--- config.mk ---
export PLATFORM = sky130hd
export DESIGN_NAME = power_mode_sequencer
export DESIGN_NICKNAME = d
export VERILOG_FILES = /design/src/pms_pkg.sv /design/src/pm_ctl_if.sv /design/src/io_latch.sv /design/src/watchdog_gate.sv /design/src/power_mode_sequencer.sv
export VERILOG_INCLUDE_DIRS = /design/src
export SDC_FILE = /design/constraint.sdc
export NUM_CORES = 1
export LEC_CHECK = 0
export BUFFER_PORTS_ARGS = -buffer_cell sky130_fd_sc_hd__buf_2
export CORE_ASPECT_RATIO = 1.2
export CORE_MARGIN = 2
export CORE_UTILIZATION = 25
export CTS_CLUSTER_SIZE = 20
export DETAILED_ROUTE_END_ITERATION = 6
export PLACE_DENSITY_LB_ADDON = 0.25
export SLEW_MARGIN = 10
export SYNTH_ARGS = -nofsm -noshare
export SYNTH_HDL_FRONTEND = slang
export SYNTH_SLANG_ARGS = --single-unit
export TNS_END_PERCENT = 1
--- constraint.sdc ---
create_clock -name clk_sys_i -period 3.1 [get_ports clk_sys_i]
set_input_delay 0.31 -clock clk_sys_i [delete_from_list [all_inputs] [get_ports clk_sys_i]]
set_output_delay 0.31 -clock clk_sys_i [all_outputs]
set_load 0.02 [all_outputs]
--- src/pms_defs.svh ---
`ifndef PMS_DEFS_SVH
`define PMS_DEFS_SVH

// ==========================================
// Pin group
`define PMS_GPIO_COUNT 32

// ==========================================
// Watchdog rate from the system clock
`define PMS_SYS_CLK_KHZ 25000
`define PMS_WATCHDOG_CLK_KHZ 1500
`define PMS_WATCHDOG_ACC_W 16

`endif

--- src/pms_pkg.sv ---
package pms_pkg;

	// ==========================================
	// Sequencer states
	typedef enum logic [3:0] {
		ST_ACTIVE,
		ST_IDLE,
		ST_ENT_LATCH,
		ST_ENT_SAVE,
		ST_ENT_GATE,
		ST_ENT_PWR,
		ST_STANDBY,
		ST_SHUTDOWN,
		ST_EX_PWR,
		ST_EX_CLK,
		ST_EX_RESTORE,
		ST_EX_UNLATCH,
		ST_RST_HELD,
		ST_BOOT
	} seq_state_type;

	// ==========================================
	// Reported operating mode
	typedef enum logic [2:0] {
		MODE_ACTIVE,
		MODE_IDLE,
		MODE_STANDBY,
		MODE_SHUTDOWN,
		MODE_RESET
	} mode_type;

	// ==========================================
	// Software mode request
	typedef enum logic [1:0] {
		REQ_IDLE,
		REQ_STANDBY,
		REQ_SHUTDOWN
	} req_mode_type;

	// ==========================================
	// Recorded reset cause
	typedef enum logic [1:0] {
		CAUSE_POR,
		CAUSE_PIN,
		CAUSE_WAKE
	} reset_cause_type;

	// ==========================================
	// Per-state domain controls
	typedef struct packed {
		mode_type mode;
		logic cpu_clk;
		logic mem_clk;
		logic flash;
		logic sram;
		logic sram_ret;
		logic periph_pwr;
		logic periph_clk;
		logic supply_duty;
		logic brown_on;
		logic brown_duty;
		logic por_on;
		logic always_on;
		logic sensor;
		logic hs_clk;
		logic ms_clk;
		logic ls_clk;
		logic save;
		logic restore;
		logic latch;
		logic wd_pause;
		logic wd_off;
	} out_type;

endpackage : pms_pkg

--- src/pm_ctl_if.sv ---
`timescale 1ns/1ps
interface pm_ctl_if;
	logic latch_en;
	logic wake_hit;
	logic wd_pause;
	logic wd_off;

	modport seq (output latch_en, output wd_pause, output wd_off, input wake_hit);
	modport io (input latch_en, output wake_hit);
	modport wd (input wd_pause, input wd_off);
endinterface : pm_ctl_if

--- src/io_latch.sv ---
`timescale 1ns/1ps
`include "pms_defs.svh"
module io_latch
	import pms_pkg::*;
(
	// Clock and reset
	input wire logic clk_sys_i,
	input wire logic rst_i,
	// Core side of the pins
	input wire logic [`PMS_GPIO_COUNT-1:0] gpio_out_i,
	input wire logic [`PMS_GPIO_COUNT-1:0] gpio_oe_i,
	input wire logic [`PMS_GPIO_COUNT-1:0] wake_pin_en_i,
	// Pad side
	input wire logic [`PMS_GPIO_COUNT-1:0] pad_in_i,
	output logic [`PMS_GPIO_COUNT-1:0] pad_out_o,
	output logic [`PMS_GPIO_COUNT-1:0] pad_oe_o,
	// Sequencer link
	pm_ctl_if.io ctl
);
	logic [`PMS_GPIO_COUNT-1:0] out_d, out_q, oe_d, oe_q, ref_d, ref_q, hit;

	// ==========================================
	// Hold mux per pin
	genvar g;
	generate
		for (g = 0; g < `PMS_GPIO_COUNT; g++)
		begin : g_pin
			assign out_d[g] = ctl.latch_en ? out_q[g] : gpio_out_i[g];
			assign oe_d[g] = ctl.latch_en ? oe_q[g] : gpio_oe_i[g];
			assign ref_d[g] = ctl.latch_en ? ref_q[g] : pad_in_i[g];
			assign hit[g] = wake_pin_en_i[g] & (pad_in_i[g] ^ ref_q[g]);
		end
	endgenerate

	assign ctl.wake_hit = ctl.latch_en & (|hit);

	always_ff @(posedge clk_sys_i)
	begin
		if (rst_i)
		begin
			out_q <= '0;
			oe_q <= '0;
			ref_q <= '0;
		end
		else
		begin
			out_q <= out_d;
			oe_q <= oe_d;
			ref_q <= ref_d;
		end
	end

	assign pad_out_o = out_q;
	assign pad_oe_o = oe_q;
endmodule : io_latch

--- src/watchdog_gate.sv ---
`timescale 1ns/1ps
`include "pms_defs.svh"
module watchdog_gate
	import pms_pkg::*;
(
	// Clock and reset
	input wire logic clk_sys_i,
	input wire logic rst_i,
	// Software enable, sticky
	input wire logic watchdog_enable_i,
	// Sequencer link
	pm_ctl_if.wd ctl,
	// Watchdog clock enable
	output logic watchdog_tick_o,
	output logic watchdog_running_o
);
	localparam logic [`PMS_WATCHDOG_ACC_W-1:0] STEP = `PMS_WATCHDOG_ACC_W'(`PMS_WATCHDOG_CLK_KHZ);
	localparam logic [`PMS_WATCHDOG_ACC_W-1:0] WRAP = `PMS_WATCHDOG_ACC_W'(`PMS_SYS_CLK_KHZ);

	logic [`PMS_WATCHDOG_ACC_W-1:0] acc_d, acc_q, sum;
	logic en_d, en_q, tick_d, tick_q;

	// ==========================================
	// Fractional divider, no drift over time
	always_comb
	begin
		sum = acc_q + STEP;
		acc_d = sum;
		tick_d = 1'b0;
		if (sum >= WRAP)
		begin
			acc_d = sum - WRAP;
			tick_d = en_q & ~ctl.wd_pause & ~ctl.wd_off;
		end
		en_d = (en_q | watchdog_enable_i) & ~ctl.wd_off;
	end

	always_ff @(posedge clk_sys_i)
	begin
		if (rst_i)
		begin
			acc_q <= '0;
			en_q <= 1'b0;
			tick_q <= 1'b0;
		end
		else
		begin
			acc_q <= acc_d;
			en_q <= en_d;
			tick_q <= tick_d;
		end
	end

	assign watchdog_tick_o = tick_q;
	assign watchdog_running_o = en_q;
endmodule : watchdog_gate

--- src/power_mode_sequencer.sv ---
// Functional notes
// - Active keeps CPU running with flash, SRAM, peripherals powered and clocked.
// - Idle stops CPU core and memory clocks, peripherals stay clocked.
// - Any interrupt returns idle to active.
// - Standby keeps only always-on domain, sensor power and SRAM retention; supply and brownout duty-cycled.
// - Standby exits only on external, real-time-clock or sensor event, or on the reset pin.
// - Standby wake keeps retained setup and resumes CPU where it stopped.
// - All pins stay latched throughout standby.
// - Shutdown removes all power, clocks, retention and power-on reset.
// - Shutdown freezes pins at their last driven level until wake.
// - A wake-pin level change in shutdown wakes as a reset.
// - Reset cause tells pin wake, reset pin and power-on apart.
// - Shutdown keeps only pin latches and flash; other state lost.
// - Fast clock runs in active and idle, stops in standby, shutdown.
// - Medium clock runs active, idle, standby; stops in shutdown.
// - Slow clock stops only in shutdown or reset held.
// - Reset pin wakes from every mode on release; while held it stays in reset.
// - Full retention active and idle, partial standby, none shutdown.
// - Watchdog runs at fixed rate; once enabled only shutdown or reset held stops it.
// - Watchdog pauses in standby and debug halt, off in shutdown.
`timescale 1ns/1ps
`include "pms_defs.svh"
module power_mode_sequencer
	import pms_pkg::*;
(
	// Clock and power-on reset
	input wire logic clk_sys_i,
	input wire logic rst_i,
	// Reset pin, low while held
	input wire logic rst_pin_n_i,
	// Software mode request
	input wire logic req_i,
	input wire req_mode_type req_mode_i,
	// Wake sources
	input wire logic irq_i,
	input wire logic ext_wake_i,
	input wire logic rtc_wake_i,
	input wire logic sensor_wake_i,
	// Oscillator choice
	input wire logic fast_crystal_osc_sel_i,
	input wire logic slow_crystal_osc_sel_i,
	// Watchdog control
	input wire logic watchdog_enable_i,
	input wire logic debug_halt_i,
	// Pins
	input wire logic [`PMS_GPIO_COUNT-1:0] gpio_out_i,
	input wire logic [`PMS_GPIO_COUNT-1:0] gpio_oe_i,
	input wire logic [`PMS_GPIO_COUNT-1:0] wake_pin_en_i,
	input wire logic [`PMS_GPIO_COUNT-1:0] pad_in_i,
	output logic [`PMS_GPIO_COUNT-1:0] pad_out_o,
	output logic [`PMS_GPIO_COUNT-1:0] pad_oe_o,
	// CPU and memory
	output logic cpu_clk_en_o,
	output logic mem_clk_en_o,
	output logic flash_pwr_o,
	output logic sram_pwr_o,
	output logic sram_retain_o,
	// Peripherals and domains
	output logic periph_pwr_o,
	output logic periph_clk_en_o,
	output logic always_on_domain_pwr_o,
	output logic sensor_pwr_o,
	// Supply supervision
	output logic supply_duty_o,
	output logic brownout_detector_on_o,
	output logic brownout_detector_duty_o,
	output logic por_on_o,
	// Clocks
	output logic high_speed_sys_clock_en_o,
	output logic high_speed_xtal_sel_o,
	output logic medium_speed_sys_clock_en_o,
	output logic low_speed_sys_clock_en_o,
	output logic low_speed_xtal_sel_o,
	// Retention and restart
	output logic state_save_o,
	output logic state_restore_o,
	output logic io_latched_o,
	output logic resume_o,
	output logic boot_o,
	// Status
	output mode_type mode_o,
	output reset_cause_type reset_cause_o,
	output logic system_watchdog_tick_o,
	output logic system_watchdog_running_o
);

	// ==========================================
	// Per-state controls
	function automatic out_type outs_for(input seq_state_type s);
		out_type o;
		logic full_pwr, clk_on, retain, alive;
		o = '0;
		// full retention only while fully powered
		full_pwr = s inside {ST_ACTIVE, ST_IDLE, ST_ENT_LATCH, ST_ENT_SAVE, ST_ENT_GATE,
			ST_EX_PWR, ST_EX_CLK, ST_EX_RESTORE, ST_EX_UNLATCH, ST_BOOT};
		clk_on = full_pwr && !(s inside {ST_ENT_GATE, ST_EX_PWR});
		retain = s inside {ST_ENT_PWR, ST_STANDBY};
		alive = full_pwr || retain;
		o.cpu_clk = (s == ST_ACTIVE);
		o.mem_clk = (s == ST_ACTIVE);
		o.flash = full_pwr;
		o.sram = full_pwr;
		o.periph_pwr = full_pwr;
		o.brown_on = full_pwr;
		o.periph_clk = clk_on;
		o.hs_clk = clk_on;
		o.sram_ret = retain;
		o.supply_duty = retain;
		o.brown_duty = retain;
		o.por_on = alive;
		o.always_on = alive;
		o.sensor = alive;
		o.ms_clk = alive;
		o.ls_clk = alive;
		o.save = (s == ST_ENT_SAVE);
		o.restore = (s == ST_EX_RESTORE);
		// latch from first entry step until the unlatch wake step
		o.latch = s inside {ST_ENT_LATCH, ST_ENT_SAVE, ST_ENT_GATE, ST_ENT_PWR, ST_STANDBY,
			ST_SHUTDOWN, ST_EX_PWR, ST_EX_CLK, ST_EX_RESTORE};
		// pause in standby, off without power
		o.wd_pause = s inside {ST_ENT_PWR, ST_STANDBY, ST_EX_PWR};
		o.wd_off = s inside {ST_SHUTDOWN, ST_RST_HELD};
		unique case (s)
			ST_ACTIVE, ST_ENT_LATCH, ST_ENT_SAVE, ST_EX_UNLATCH: o.mode = MODE_ACTIVE;
			ST_IDLE: o.mode = MODE_IDLE;
			ST_ENT_GATE, ST_ENT_PWR, ST_STANDBY: o.mode = MODE_STANDBY;
			ST_EX_PWR, ST_EX_CLK, ST_EX_RESTORE: o.mode = MODE_STANDBY;
			ST_SHUTDOWN: o.mode = MODE_SHUTDOWN;
			ST_RST_HELD, ST_BOOT: o.mode = MODE_RESET;
		endcase
		return o;
	endfunction : outs_for

	// ==========================================
	// State
	seq_state_type state_d, state_q;
	reset_cause_type cause_d, cause_q;
	out_type out_d, out_q;
	logic to_shutdown_d, to_shutdown_q;
	logic ctx_valid_d, ctx_valid_q;
	logic resume_d, resume_q, boot_d, boot_q;
	logic hs_sel_d, hs_sel_q, ls_sel_d, ls_sel_q;
	logic standby_wake;

	pm_ctl_if ctl ();

	assign standby_wake = ext_wake_i | rtc_wake_i | sensor_wake_i;

	// ==========================================
	// Sequencer next state
	always_comb
	begin
		state_d = state_q;
		cause_d = cause_q;
		to_shutdown_d = to_shutdown_q;
		ctx_valid_d = ctx_valid_q;
		if (!rst_pin_n_i)
		begin
			state_d = ST_RST_HELD;
		end
		else
		begin
			unique case (state_q)
				ST_ACTIVE:
				begin
					// low modes only on software request
					if (req_i)
					begin
						unique case (req_mode_i)
							REQ_IDLE: state_d = ST_IDLE;
							REQ_STANDBY:
							begin
								to_shutdown_d = 1'b0;
								state_d = ST_ENT_LATCH;
							end
							REQ_SHUTDOWN:
							begin
								to_shutdown_d = 1'b1;
								state_d = ST_ENT_LATCH;
							end
							default: state_d = ST_ACTIVE;
						endcase
					end
				end
				ST_IDLE:
				begin
					if (irq_i)
						state_d = ST_ACTIVE;
				end
				// latch, save, gate, then power off
				ST_ENT_LATCH: state_d = ST_ENT_SAVE;
				ST_ENT_SAVE:
				begin
					ctx_valid_d = 1'b1;
					state_d = ST_ENT_GATE;
				end
				ST_ENT_GATE: state_d = ST_ENT_PWR;
				ST_ENT_PWR: state_d = to_shutdown_q ? ST_SHUTDOWN : ST_STANDBY;
				ST_STANDBY:
				begin
					// interrupts alone do not wake standby
					if (standby_wake)
						state_d = ST_EX_PWR;
				end
				// power, clocks, restore, then release pins
				ST_EX_PWR: state_d = ST_EX_CLK;
				ST_EX_CLK: state_d = ST_EX_RESTORE;
				ST_EX_RESTORE: state_d = ST_EX_UNLATCH;
				ST_EX_UNLATCH:
				begin
					ctx_valid_d = 1'b0;
					state_d = ST_ACTIVE;
				end
				ST_SHUTDOWN:
				begin
					ctx_valid_d = 1'b0;
					if (ctl.wake_hit)
					begin
						cause_d = CAUSE_WAKE;
						state_d = ST_BOOT;
					end
				end
				ST_RST_HELD:
				begin
					ctx_valid_d = 1'b0;
					cause_d = CAUSE_PIN;
					state_d = ST_BOOT;
				end
				ST_BOOT: state_d = ST_ACTIVE;
			endcase
		end
	end

	// ==========================================
	// Registered outputs of the next state
	always_comb
	begin
		out_d = outs_for(state_d);
		// resume only from a saved context
		resume_d = (state_q == ST_EX_UNLATCH) && (state_d == ST_ACTIVE) && ctx_valid_q;
		boot_d = (state_q == ST_BOOT);
		// Each source is only taken as its own clock turns back on
		hs_sel_d = out_d.hs_clk && !out_q.hs_clk ? fast_crystal_osc_sel_i : hs_sel_q;
		ls_sel_d = out_d.ls_clk && !out_q.ls_clk ? slow_crystal_osc_sel_i : ls_sel_q;
	end

	always_ff @(posedge clk_sys_i)
	begin
		if (rst_i)
		begin
			state_q <= ST_BOOT;
			cause_q <= CAUSE_POR;
			to_shutdown_q <= 1'b0;
			ctx_valid_q <= 1'b0;
			out_q <= outs_for(ST_BOOT);
			resume_q <= 1'b0;
			boot_q <= 1'b0;
			hs_sel_q <= 1'b0;
			ls_sel_q <= 1'b0;
		end
		else
		begin
			state_q <= state_d;
			cause_q <= cause_d;
			to_shutdown_q <= to_shutdown_d;
			ctx_valid_q <= ctx_valid_d;
			out_q <= out_d;
			resume_q <= resume_d;
			boot_q <= boot_d;
			hs_sel_q <= hs_sel_d;
			ls_sel_q <= ls_sel_d;
		end
	end

	// ==========================================
	// Submodules
	assign ctl.latch_en = out_q.latch;
	assign ctl.wd_pause = out_q.wd_pause | debug_halt_i;
	assign ctl.wd_off = out_q.wd_off;

	io_latch u_io_latch (
		.clk_sys_i(clk_sys_i),
		.rst_i(rst_i),
		.gpio_out_i(gpio_out_i),
		.gpio_oe_i(gpio_oe_i),
		.wake_pin_en_i(wake_pin_en_i),
		.pad_in_i(pad_in_i),
		.pad_out_o(pad_out_o),
		.pad_oe_o(pad_oe_o),
		.ctl(ctl.io)
	);

	watchdog_gate u_watchdog_gate (
		.clk_sys_i(clk_sys_i),
		.rst_i(rst_i),
		.watchdog_enable_i(watchdog_enable_i),
		.ctl(ctl.wd),
		.watchdog_tick_o(system_watchdog_tick_o),
		.watchdog_running_o(system_watchdog_running_o)
	);

	// ==========================================
	// Output mapping
	assign cpu_clk_en_o = out_q.cpu_clk;
	assign mem_clk_en_o = out_q.mem_clk;
	assign flash_pwr_o = out_q.flash;
	assign sram_pwr_o = out_q.sram;
	assign sram_retain_o = out_q.sram_ret;
	assign periph_pwr_o = out_q.periph_pwr;
	assign periph_clk_en_o = out_q.periph_clk;
	assign always_on_domain_pwr_o = out_q.always_on;
	assign sensor_pwr_o = out_q.sensor;
	assign supply_duty_o = out_q.supply_duty;
	assign brownout_detector_on_o = out_q.brown_on;
	assign brownout_detector_duty_o = out_q.brown_duty;
	assign por_on_o = out_q.por_on;
	assign high_speed_sys_clock_en_o = out_q.hs_clk;
	assign high_speed_xtal_sel_o = hs_sel_q;
	assign medium_speed_sys_clock_en_o = out_q.ms_clk;
	assign low_speed_sys_clock_en_o = out_q.ls_clk;
	assign low_speed_xtal_sel_o = ls_sel_q;
	assign state_save_o = out_q.save;
	assign state_restore_o = out_q.restore;
	assign io_latched_o = out_q.latch;
	assign resume_o = resume_q;
	assign boot_o = boot_q;
	assign mode_o = out_q.mode;
	assign reset_cause_o = cause_q;
endmodule : power_mode_sequencer

==> results of run 1 <==
## how the worst max path moves through the flow
stage / from / slack (ns) / endpoint
floorplan: u_watchdog_gate.acc_q[2]$_SDFF_PP0_ / 0.41 / u_watchdog_gate.acc_q[10]$_SDFF_PP0_
global placement: u_watchdog_gate.acc_q[2]$_SDFF_PP0_ / 0.17 / u_watchdog_gate.acc_q[12]$_SDFF_PP0_
detailed placement: u_watchdog_gate.acc_q[2]$_SDFF_PP0_ / 0.06 / u_watchdog_gate.acc_q[12]$_SDFF_PP0_
CTS: u_watchdog_gate.acc_q[2]$_SDFF_PP0_ / 0.03 / u_watchdog_gate.acc_q[12]$_SDFF_PP0_
global route: u_watchdog_gate.acc_q[2]$_SDFF_PP0_ / -0.02 / u_watchdog_gate.acc_q[12]$_SDFF_PP0_
finish: u_watchdog_gate.acc_q[2]$_SDFF_PP0_ / 0.14 / u_watchdog_gate.acc_q[10]$_SDFF_PP0_
## tightest hold or removal path, stage by stage
cell	delay, ns
buf_2	0.07
mux2i_1	0.05
nor2_1	0.07
## metrics by stage
| step | total power [mW] | setup TNS [ns] | hold WS [ns] | cell area (sq um) | util [%] |
|---|---|---|---|---|---|
| floorplan | 3.02 | 0 | 0.398 | 6250 | - |
| global placement | 3.39 | 0 | 0.437 | 7710 | 31.3 |
| detailed placement | 3.40 | 0 | 0.440 | 7710 | 31.3 |
| CTS | 5.63 | 0 | 0.0873 | 8340 | 33.8 |
| global route | 5.84 | -0.0479 | 0.100 | 8360 | 33.9 |
| finish | 5.55 | 0 | 0.116 | 8360 | 33.9 |
## flip-flops by register name, summed over array words and instances, names as in the netlist, 2 cells and up
signal / count
state_q: 4
u_io_latch.pad_oe_o: 32
reset_cause_o: 2
u_io_latch.pad_out_o: 32
u_watchdog_gate.acc_q: 14
u_io_latch.ref_q: 32
mode_o: 3
## cells in the final DEF, fill, tap and decap left out, types with 5 or more instances in the layout
cell type,instances
buf_2,234
mux2i_1,99
inv_1,7
o21ai_0,8
nor4_1,7
nor3_1,14
or3_1,5
nand2b_1,14
dfxtp_1,136
buf_4,15
ha_1,5
nand3_1,5
nor2_1,128
nand2_1,22
xor2_1,41
nand4_1,7
a22oi_1,19
xnor2_1,10
clkbuf_16,17
a21oi_1,21
## cell families after synthesis
| group | Yosys count | share of synthesized area, % |
|---|---|---|
| adders and majority gates | 5 | 1.00 |
| AOI/OAI and AO/OA | 87 | 10.4 |
| DFF | 137 | 43.9 |
| muxes | 101 | 16.2 |
| buffers and inverters | 62 | 4.73 |
| xor gates and xnor gates | 51 | 7.15 |
| and+or+nand+nor | 225 | 16.6 |
## power by group
part,internal [mW],switching (mW)
Sequential,1.93,0.165
Combinational,0.546,0.726
Clock,1.35,0.831
## layout make-up
class	instances	area, sq um	area share (%)
clock buffer	18	429	5.13
clock inverter	14	196	2.35
inverter	7	26.3	0.314
multi-input combinational	469	3230	38.6
sequential	137	2750	32.9
tap	325	407	4.86
timing repair buffer	251	1320	15.8
## metal layers
| metal | share of wire (%) | vias up | global-route usage [%] |
|---|---|---|---|
| li1 | - | 2732 | - |
| met5 | 0.078 | - | 0 |
| met4 | 1.3 | 2 | 4.52 |
| met3 | 7.3 | 17 | 4.64 |
| met2 | 49 | 174 | 22.2 |
| met1 | 42 | 2520 | 14.6 |
==> reports/metrics.yaml, run 1 <==
layout:
  nNetsFinal: 1030
  diodes: 0
  fillCellCount: 2587
  area_delta_synth_final_pct: 33.8
  drive_gt1_share_pct: 33.7
  finalNonFillerCells: 1221
setup_path:
  cp_num_buf_inv: 1
  cp.arrival_ns: 3.27
  cp-end-kind: "flop"
  r2r-start: "u_watchdog_gate.acc_q[2]$_SDFF_PP0_"
  rr_worst_depth: 10
  cp_top_family: "compound AO/OA/AOI/OAI gates"
  crit_cells: 10
  path_cells: "inv_1 -> ha_1 -> nand2b_4 -> a211oi_2 -> xnor2_1 -> nor4_1 -> o32ai_4 -> a221oi_2 -> a2bb2oi_2 -> mux2_1"
  rrSetupSlack_ns: 0.14
  crit_type: "flop to flop"
  cp-start-kind: "flop"
  crit_path_max_incr_delay_ns: 0.66
  r2r-end: "u_watchdog_gate.acc_q[10]$_SDFF_PP0_"
  crit_path_max_fanout: 7
  critPathSlowestCell: "nor4_1"
  cp.required_ns: 3.41
min_path:
  worstHoldEndpoint: "u_io_latch.pad_out_o[0]$_SDFFE_PP0N_"
  holdPathStages: 3
  hold_class: "input port to flop"
  hp-start: "gpio_out_i[0]"
detailed_routing:
  drc_errors: 0
  vias_per_cell: 4.46
  drt_iter0_drc: 235
  drtAntennaViolNets: 0
  drtPass1Iterations: 4
  wl_microns: 16700
  vias: 5445
  drt-wirelength-per-cell_microns: 13.7
timing:
  finClkSkew_ns: 0.00919
  slew_headroom_pct: 43.2
  timing.final.crit_share_pct: 95.6
  rsz0062_at_grt: "yes"
  setup_ws_ns: 0.137
  final_hold_viol_count: 0
  min_period_ns: 2.96
  timing.fmax_mhz: 338
  slew_viol_final: 0
  setup_violations: 0
  worst_slew_pin_slew_ns: 0.852
yosys:
  ys_types: 63
  synth-warning-count: 0
  syn-mean-instance-area_sq_um: 9.35
  netlist.top_cell.by_area: "dfxtp_1"
  synth-seq-cells: 137
  async_flop_share_pct: 0
  netlist_area_sq_um: 6250
  yosysMostFrequentCell: "dfxtp_1"
  synth_edf_count: 0
  synthCells: 668
  netlist_top_cells_area: "dfxtp_1 (44%), mux2i_1 (16%), nor2_1 (7.7%)"
  synth_common_cells: "dfxtp_1 (137), nor2_1 (128), mux2i_1 (99)"
  ys_seq_area_share_pct: 43.9
  syn_nets: 815
  synth_top_area_share_pct: 43.9
  synth_flop_cell: "dfxtp_1"
die:
  die_w_microns: 148
  die_area_sq_um: 26300
  fp.dieH_microns: 177
  placementRows: 63
  core_area_sq_um: 24700
  ioPinCount: 236
  initial_core_util_pct: 25.3
global_route:
  antenna_found_initial: 1
  grt-ovfl-total: 0
  grt_pass1_vias: 5342
  grtUsageTotal_pct: 12.8
  grt_max_degree: 98
  grt_pass1_wl_microns: 26700
cts:
  clk_path_buf_depth: 2
  clock_latency_ns: 0.42
  cts_resized: 0
  ctsHtreeMaxLevel: 4
  clock-root-buffer: "clkbuf_16"
  cts_hold_buf: 0
  clk_pin_slew_ns: 0.06
  cts_tree: "built"
  clock_sinks: 137
  cts_buffers: 17
  cts_setup_buffers: 0
status:
  status: "completed"
placed_design:
  place.gp.congestion: 0.777
  portBuffers: 235
  hpwlAfterDp_microns: 11900
  placed_cells: 1189
  dp_slack_ns: 0.0644
pwr:
  ir_drop_mv: 0.364
  power.leakage_nw: 3.71
  powerDensity_nw_per_um2: 664
flow_run:
  max-cap-violations: 0
Power figures use the tool's default switching activity.
==> run 2, diff against run 1 <==
CORE_ASPECT_RATIO = 1.1   (was 1.2)
MAX_ROUTING_LAYER = met4   (was default)
==> run 2 against run 1 <==
  * Via count shrank 0.59%
  * Largest power group is now registers
  * Final area shrank 1.1%
  * Sequential power is essentially flat
  * Clock skew is essentially flat
  * Worst hold slack gained 0.0066 ns
  * Sequential share of layout area grew 0.38 points
  * Count of clock-buffer cells in the layout shrank 1
  * Largest cell class unchanged
  * Non-clock buffer count shrank 3
  * Global-route usage grew 0.61 points
  * Critical path depth is the same
  * Fmax grew 3.8%
==> reports/metrics.yaml, run 2 (synthesis gave the netlist of run 1 again) <==
status:
  status: "completed"
pwr:
  powerDensity_nw_per_um2: 646  # -2.7%
  p_switching_mw: 1.81  # +4.9%
  swShare_pct: 33.8  # +2.8 points
  p_int_mw: 3.53  # -7.7%
  power.leakage_nw: 3.69  # -0.55%
  clkPwrFrac_pct: 37.2  # -2.1 points
  seq_power_share_pct: 39.5  # +1.8 points
  p_total_mw: 5.34  # -3.8%
  ir_drop_mv: 0.323  # -11%
  combPwrFrac_pct: 23.3  # +0.4 points
timing:
  setup_ws_ns: 0.245  # +0.108 ns
  min_period_ns: 2.86  # -0.108 ns
  final_hold_viol_count: 0  # unchanged
  setup_tns_ns: 0  # unchanged
  timing.final.crit_share_pct: 92.1  # -3.5 points
  timing.fmax_mhz: 350  # +3.8%
  hold_ws_ns: 0.122  # +0.00659 ns
  slew_headroom_pct: 43.2  # about the same
  setup_violations: 0  # unchanged
  slew_viol_final: 0  # unchanged
  worst_slew_pin_slew_ns: 0.852  # -0.000293 ns
  rsz0062_at_grt: "no"
  finClkSkew_ns: 0.00951  # +0.000315 ns
die:
  die_w_microns: 155  # +4.3%
  core_area_sq_um: 24500  # -0.50%
  fp.dieH_microns: 170  # -4.2%
  ioPinCount: 236  # unchanged
  initial_core_util_pct: 25.5  # +0.13 points
  placementRows: 60  # -4.8%
  die_area_sq_um: 26300  # about the same
placed_design:
  placed_cells: 1171  # -1.5%
  place.gp.congestion: 0.859  # +11%
  place_area_sq_um: 7660  # -0.70%
  hpwlAfterDp_microns: 12600  # +6.1%
  dp_slack_ns: 0.0959  # +0.0315 ns
  portBuffers: 235  # unchanged
cts:
  ctsHtreeMaxLevel: 4  # unchanged
  cts_setup_buffers: 0  # unchanged
  cts_buffers: 17  # unchanged
  cts_tree: "built"
  clock_sinks: 137  # unchanged
  clock-root-buffer: "clkbuf_16"
  clk_path_buf_depth: 2  # unchanged
  clock_latency_ns: 0.41  # about the same
  clk_pin_slew_ns: 0.07  # about the same
  cts_hold_buf: 0  # unchanged
  cts_resized: 0  # unchanged
layout:
  utilization_pct: 33.7  # -0.22 points
  fin_area_sq_um: 8260  # -1.1%
  nNetsFinal: 1027  # -0.29%
  finalNonFillerCells: 1204  # -1.4%
  area_delta_synth_final_pct: 32.3
  drive_gt1_share_pct: 33.7  # about the same
  most-common-layout-cells: "buf_2 (234), dfxtp_1 (136), nor2_1 (128)"
  mostFrequentLayoutCell: "buf_2"
detailed_routing:
  drt-wirelength-per-cell_microns: 14.3  # +4.1%
  drt_iter0_drc: 349  # +49%
  vias_per_cell: 4.50  # +0.82%
  drtAntennaViolNets: 0  # unchanged
  wl_microns: 17200  # +2.7%
  vias: 5413  # -0.59%
  drtPass1Iterations: 4  # unchanged
  drc_errors: 0  # unchanged
global_route:
  antenna_found_initial: 1  # unchanged
  grt_max_degree: 63  # -36%
  grt_pass1_wl_microns: 27200  # +2.1%
  grtUsageTotal_pct: 13.5  # +0.61 points
  grt-ovfl-total: 0  # unchanged
  grt_pass1_vias: 5426  # +1.6%
setup_path:
  crit_type: "flop to flop"
  cp.required_ns: 3.39  # -0.02 ns
  cp-start-kind: "flop"
  crit_path_max_fanout: 7  # unchanged
  cp.arrival_ns: 3.15  # -0.12 ns
  cp-end-kind: "flop"
min_path:
  hold_class: "input port to flop"
flow_run:
  max-cap-violations: 0  # unchanged
## run 2: changes by cell type in the layout (fill, tap and decap cells not counted), moves of 2 or more
cell,change
clkinv_4,-2
clkinvlp_4,-4
inv_6,+5
bufinv_16,-4
buf_4,-2
inv_8,+5
## run 2: per-layer routing
| layer | routed length (microns) | global-route usage [%] | vias to the layer above |
|---|---|---|---|
| met5 | 0 | - | - |
| met4 | 276 | 4.11 | 0 |
| met3 | 976 | 3.85 | 17 |
| met2 | 8010 | 21.4 | 166 |
| met1 | 7890 | 16.6 | 2504 |
| li1 | - | - | 2726 |
## run 2: path summary, 6_finish.rpt
kind                                                          start                                             to  slack, ns  cells after the start
worst min-delay path                                 gpio_out_i[23]          u_io_latch.pad_out_o[23]$_SDFFE_PP0N_       0.12                      3
worst min register to register                ctl.wd_off$_SDFF_PP0_  u_watchdog_gate.watchdog_running_o$_SDFF_PP0_       0.42                      1
worst max-delay path            u_watchdog_gate.acc_q[2]$_SDFF_PP0_           u_watchdog_gate.acc_q[10]$_SDFF_PP0_       0.24                     10
worst max register to register  u_watchdog_gate.acc_q[2]$_SDFF_PP0_           u_watchdog_gate.acc_q[10]$_SDFF_PP0_       0.24                     10
## run 2: area by class of cell
| type | instances | area (sq um) |
|---|---|---|
| sequential | 137 | 2750 |
| clock buffer | 17 | 425 |
| clock inverter | 15 | 145 |
| timing repair buffer | 248 | 1290 |
| antenna | 1 | 2.50 |
| multi-input combinational | 469 | 3240 |
| tap | 310 | 388 |
| fill | 2589 | 16300 |
| inverter | 7 | 26.3 |
## run 2: worst max-delay path, stage by stage (launching register included)
cell and delay (ns):
dfxtp_1 0.44, inv_1 0.07, ha_1 0.27, nor2b_4 0.16
o21ai_0 0.23, nand2_1 0.18, a211oi_4 0.44, o32ai_4 0.18
a221oi_2 0.28, a2bb2oi_2 0.16, mux2_1 0.32
## run 2: power groups by stage
stage	registers (mW)	logic, mW	clock network, mW
final	2.11	1.24	1.99
after global routing	2.14	1.38	2.15
after CTS	2.11	1.25	2.07
after detailed placement	2.15	1.24	0
after global placement	2.14	1.24	0
after floorplan	2.17	0.857	0
==> run 3, diff against run 2 <==
CORE_ASPECT_RATIO = default   (was 1.1)
==> run 3 against run 2 <==
  * Total power grew 0.84%
  * Fmax decreased by 1.8%
  * Non-clock buffer count rose by 3
  * Highest routed layer unchanged
  * Final area increased by 0.29%
  * Global-route usage decreased by 0.30 points
==> reports/metrics.yaml, run 3 (synthesis gave the netlist of run 1 again) <==
die:
  fp.dieH_microns: 162  # -4.5%
  die_area_sq_um: 26300  # about the same
  ioPinCount: 236  # unchanged
  placementRows: 57  # -5.0%
  initial_core_util_pct: 25.5  # +0.090 points
  die_w_microns: 162  # +4.8%
  core_area_sq_um: 24500  # -0.35%
layout:
  finalNonFillerCells: 1221  # +1.4%
  utilization_pct: 33.9  # +0.22 points
  mostFrequentLayoutCell: "buf_2"
  most-common-layout-cells: "buf_2 (234), dfxtp_1 (136), nor2_1 (128)"
  drive_gt1_share_pct: 33.7  # about the same
  area_delta_synth_final_pct: 32.6
  nNetsFinal: 1030  # +0.29%
global_route:
  grt_pass1_wl_microns: 26600  # -2.3%
  grt_pass1_vias: 5233  # -3.6%
  grt-ovfl-total: 0  # unchanged
  grt_max_degree: 76  # +21%
  grtUsageTotal_pct: 13.2  # -0.30 points
  antenna_found_initial: 1  # unchanged
setup_path:
  r2r-start: "u_watchdog_gate.acc_q[2]$_SDFF_PP0_"
  r2r-end: "u_watchdog_gate.acc_q[10]$_SDFF_PP0_"
  rrSetupSlack_ns: 0.19  # -0.05 ns
  cp-end-kind: "flop"
  crit_start: "u_watchdog_gate.acc_q[2]$_SDFF_PP0_"
  cp.required_ns: 3.39  # about the same
  rr_worst_depth: 11  # +1
  cp-start-kind: "flop"
  crit_path_max_fanout: 7  # unchanged
  crit_path_end: "u_watchdog_gate.acc_q[10]$_SDFF_PP0_"
  crit_type: "flop to flop"
  cp.arrival_ns: 3.20  # +0.05 ns
cts:
  cts_tree: "built"
  cts_hold_buf: 0  # unchanged
  ctsHtreeMaxLevel: 4  # unchanged
  clk_pin_slew_ns: 0.07  # about the same
  clock-root-buffer: "clkbuf_16"
  cts_buffers: 17  # unchanged
  clock_latency_ns: 0.41  # about the same
  clk_path_buf_depth: 2  # unchanged
  clock_sinks: 137  # unchanged
  cts_setup_buffers: 0  # unchanged
pwr:
  p_switching_mw: 1.77  # -2.0%
  seq_power_share_pct: 39.2  # -0.3 points
  p_total_mw: 5.38  # +0.84%
  power.leakage_nw: 3.69  # about the same
  swShare_pct: 32.8  # -0.97 points
  p_int_mw: 3.62  # +2.3%
  clkPwrFrac_pct: 37.6  # +0.4 points
  ir_drop_mv: 0.255  # -21%
  powerDensity_nw_per_um2: 650  # +0.55%
  combPwrFrac_pct: 23.2  # about the same
detailed_routing:
  wl_met1_microns: 8010  # +1.4%
  vias_per_cell: 4.39  # -2.2%
  drc_errors: 0  # unchanged
  top_layer: "met4"
  wl_microns: 16900  # -1.8%
  drtPass1Iterations: 7  # +3
  vias: 5366  # -0.87%
  drtAntennaViolNets: 0  # unchanged
  wl_met3_microns: 937  # -4.0%
  dr_wl_met2_microns: 7750  # -3.2%
  drt_iter0_drc: 240  # -31%
  drt-wirelength-per-cell_microns: 13.8  # -3.2%
timing:
  setup_tns_ns: 0  # unchanged
  rsz0062_at_grt: "no"
  setup_violations: 0  # unchanged
  timing.final.crit_share_pct: 93.8  # +1.7 points
  min_period_ns: 2.91  # +0.0533 ns
  timing.fmax_mhz: 344  # -1.8%
  worst_slew_pin_slew_ns: 0.826  # -0.0257 ns
  finClkSkew_ns: 0.0105  # +0.000994 ns
  final_hold_viol_count: 0  # unchanged
  slew_headroom_pct: 44.9  # +1.7 points
  slew_viol_final: 0  # unchanged
  setup_ws_ns: 0.191  # -0.0533 ns
placed_design:
  hpwlAfterDp_microns: 12200  # -2.9%
  dp_slack_ns: 0.188  # +0.0926 ns
  place.gp.congestion: 0.812  # -5.5%
  portBuffers: 235  # unchanged
  placed_cells: 1188  # +1.5%
flow_run:
  max-cap-violations: 0  # unchanged
status:
  status: "completed"
min_path:
  hold_class: "input port to flop"
-- run 3: layer usage --
| layer | up-vias | global-route usage (%) |
|---|---|---|
| li1 | 2733 | - |
| met1 | 2471 | 16.4 |
| met2 | 155 | 20.8 |
| met3 | 7 | 4.16 |
| met4 | 0 | 3.30 |
| met5 | - | - |
-- run 3: power by group through the flow --
| stage | Clock (mW) | Combinational [mW] | Sequential, mW |
|---|---|---|---|
| after floorplan | 0 | 0.857 | 2.17 |
| final | 2.02 | 1.25 | 2.11 |
| after global routing | 2.17 | 1.38 | 2.14 |
| after detailed placement | 0 | 1.26 | 2.15 |
| after CTS | 2.11 | 1.26 | 2.11 |
| after global placement | 0 | 1.26 | 2.15 |
-- run 3: final cells by class --
type,instances,area [sq um]
Inverter,7,26.3
Fill cell,2558,16200
Clock inverter,15,158
Timing Repair Buffer,251,1310
Clock buffer,17,425
Sequential cell,137,2750
Multi-Input combinational cell,469,3210
Tap cell,324,405
Antenna cell,1,2.50
-- run 3: per-stage QoR --
stage                     hold WS, ns  cell area (sq um)
after floorplan                 0.398               6250
after global placement          0.424               7700
after detailed placement        0.419               7700
after CTS                      0.0911               8280
after global routing            0.104               8290
final                           0.122               8290
-- run 3: worst min-delay path by stage --
stage                               start                                            end  depth (start not counted)  slack (ns)
finish                      gpio_oe_i[21]           u_io_latch.pad_oe_o[21]$_SDFFE_PP0N_                          3        0.12
global route               gpio_out_i[22]          u_io_latch.pad_out_o[22]$_SDFFE_PP0N_                          3        0.10
CTS                        gpio_out_i[23]          u_io_latch.pad_out_o[23]$_SDFFE_PP0N_                          3        0.09
detailed placement  ctl.wd_off$_SDFF_PP0_  u_watchdog_gate.watchdog_running_o$_SDFF_PP0_                          1        0.42
global placement    ctl.wd_off$_SDFF_PP0_  u_watchdog_gate.watchdog_running_o$_SDFF_PP0_                          1        0.42
floorplan           ctl.wd_off$_SDFF_PP0_  u_watchdog_gate.watchdog_running_o$_SDFF_PP0_                          1        0.40
-- run 3: repair_timing --
action / CTS / global route
setup endpoints to repair: 0 / 2
resized for setup: 0 / 1
hold endpoints to repair: 0 / 0
-- run 3: critical path, stage by stage (launching register included) --
cell and delay [ns]:
dfxtp_1 0.45, inv_1 0.07, ha_1 0.25, nor2b_2 0.19, o21ai_0 0.21, nand2_1 0.17, a211oi_4 0.38, o32ai_2 0.16
buf_4 0.18, a221oi_2 0.25, a2bb2oi_2 0.16, mux2_1 0.32
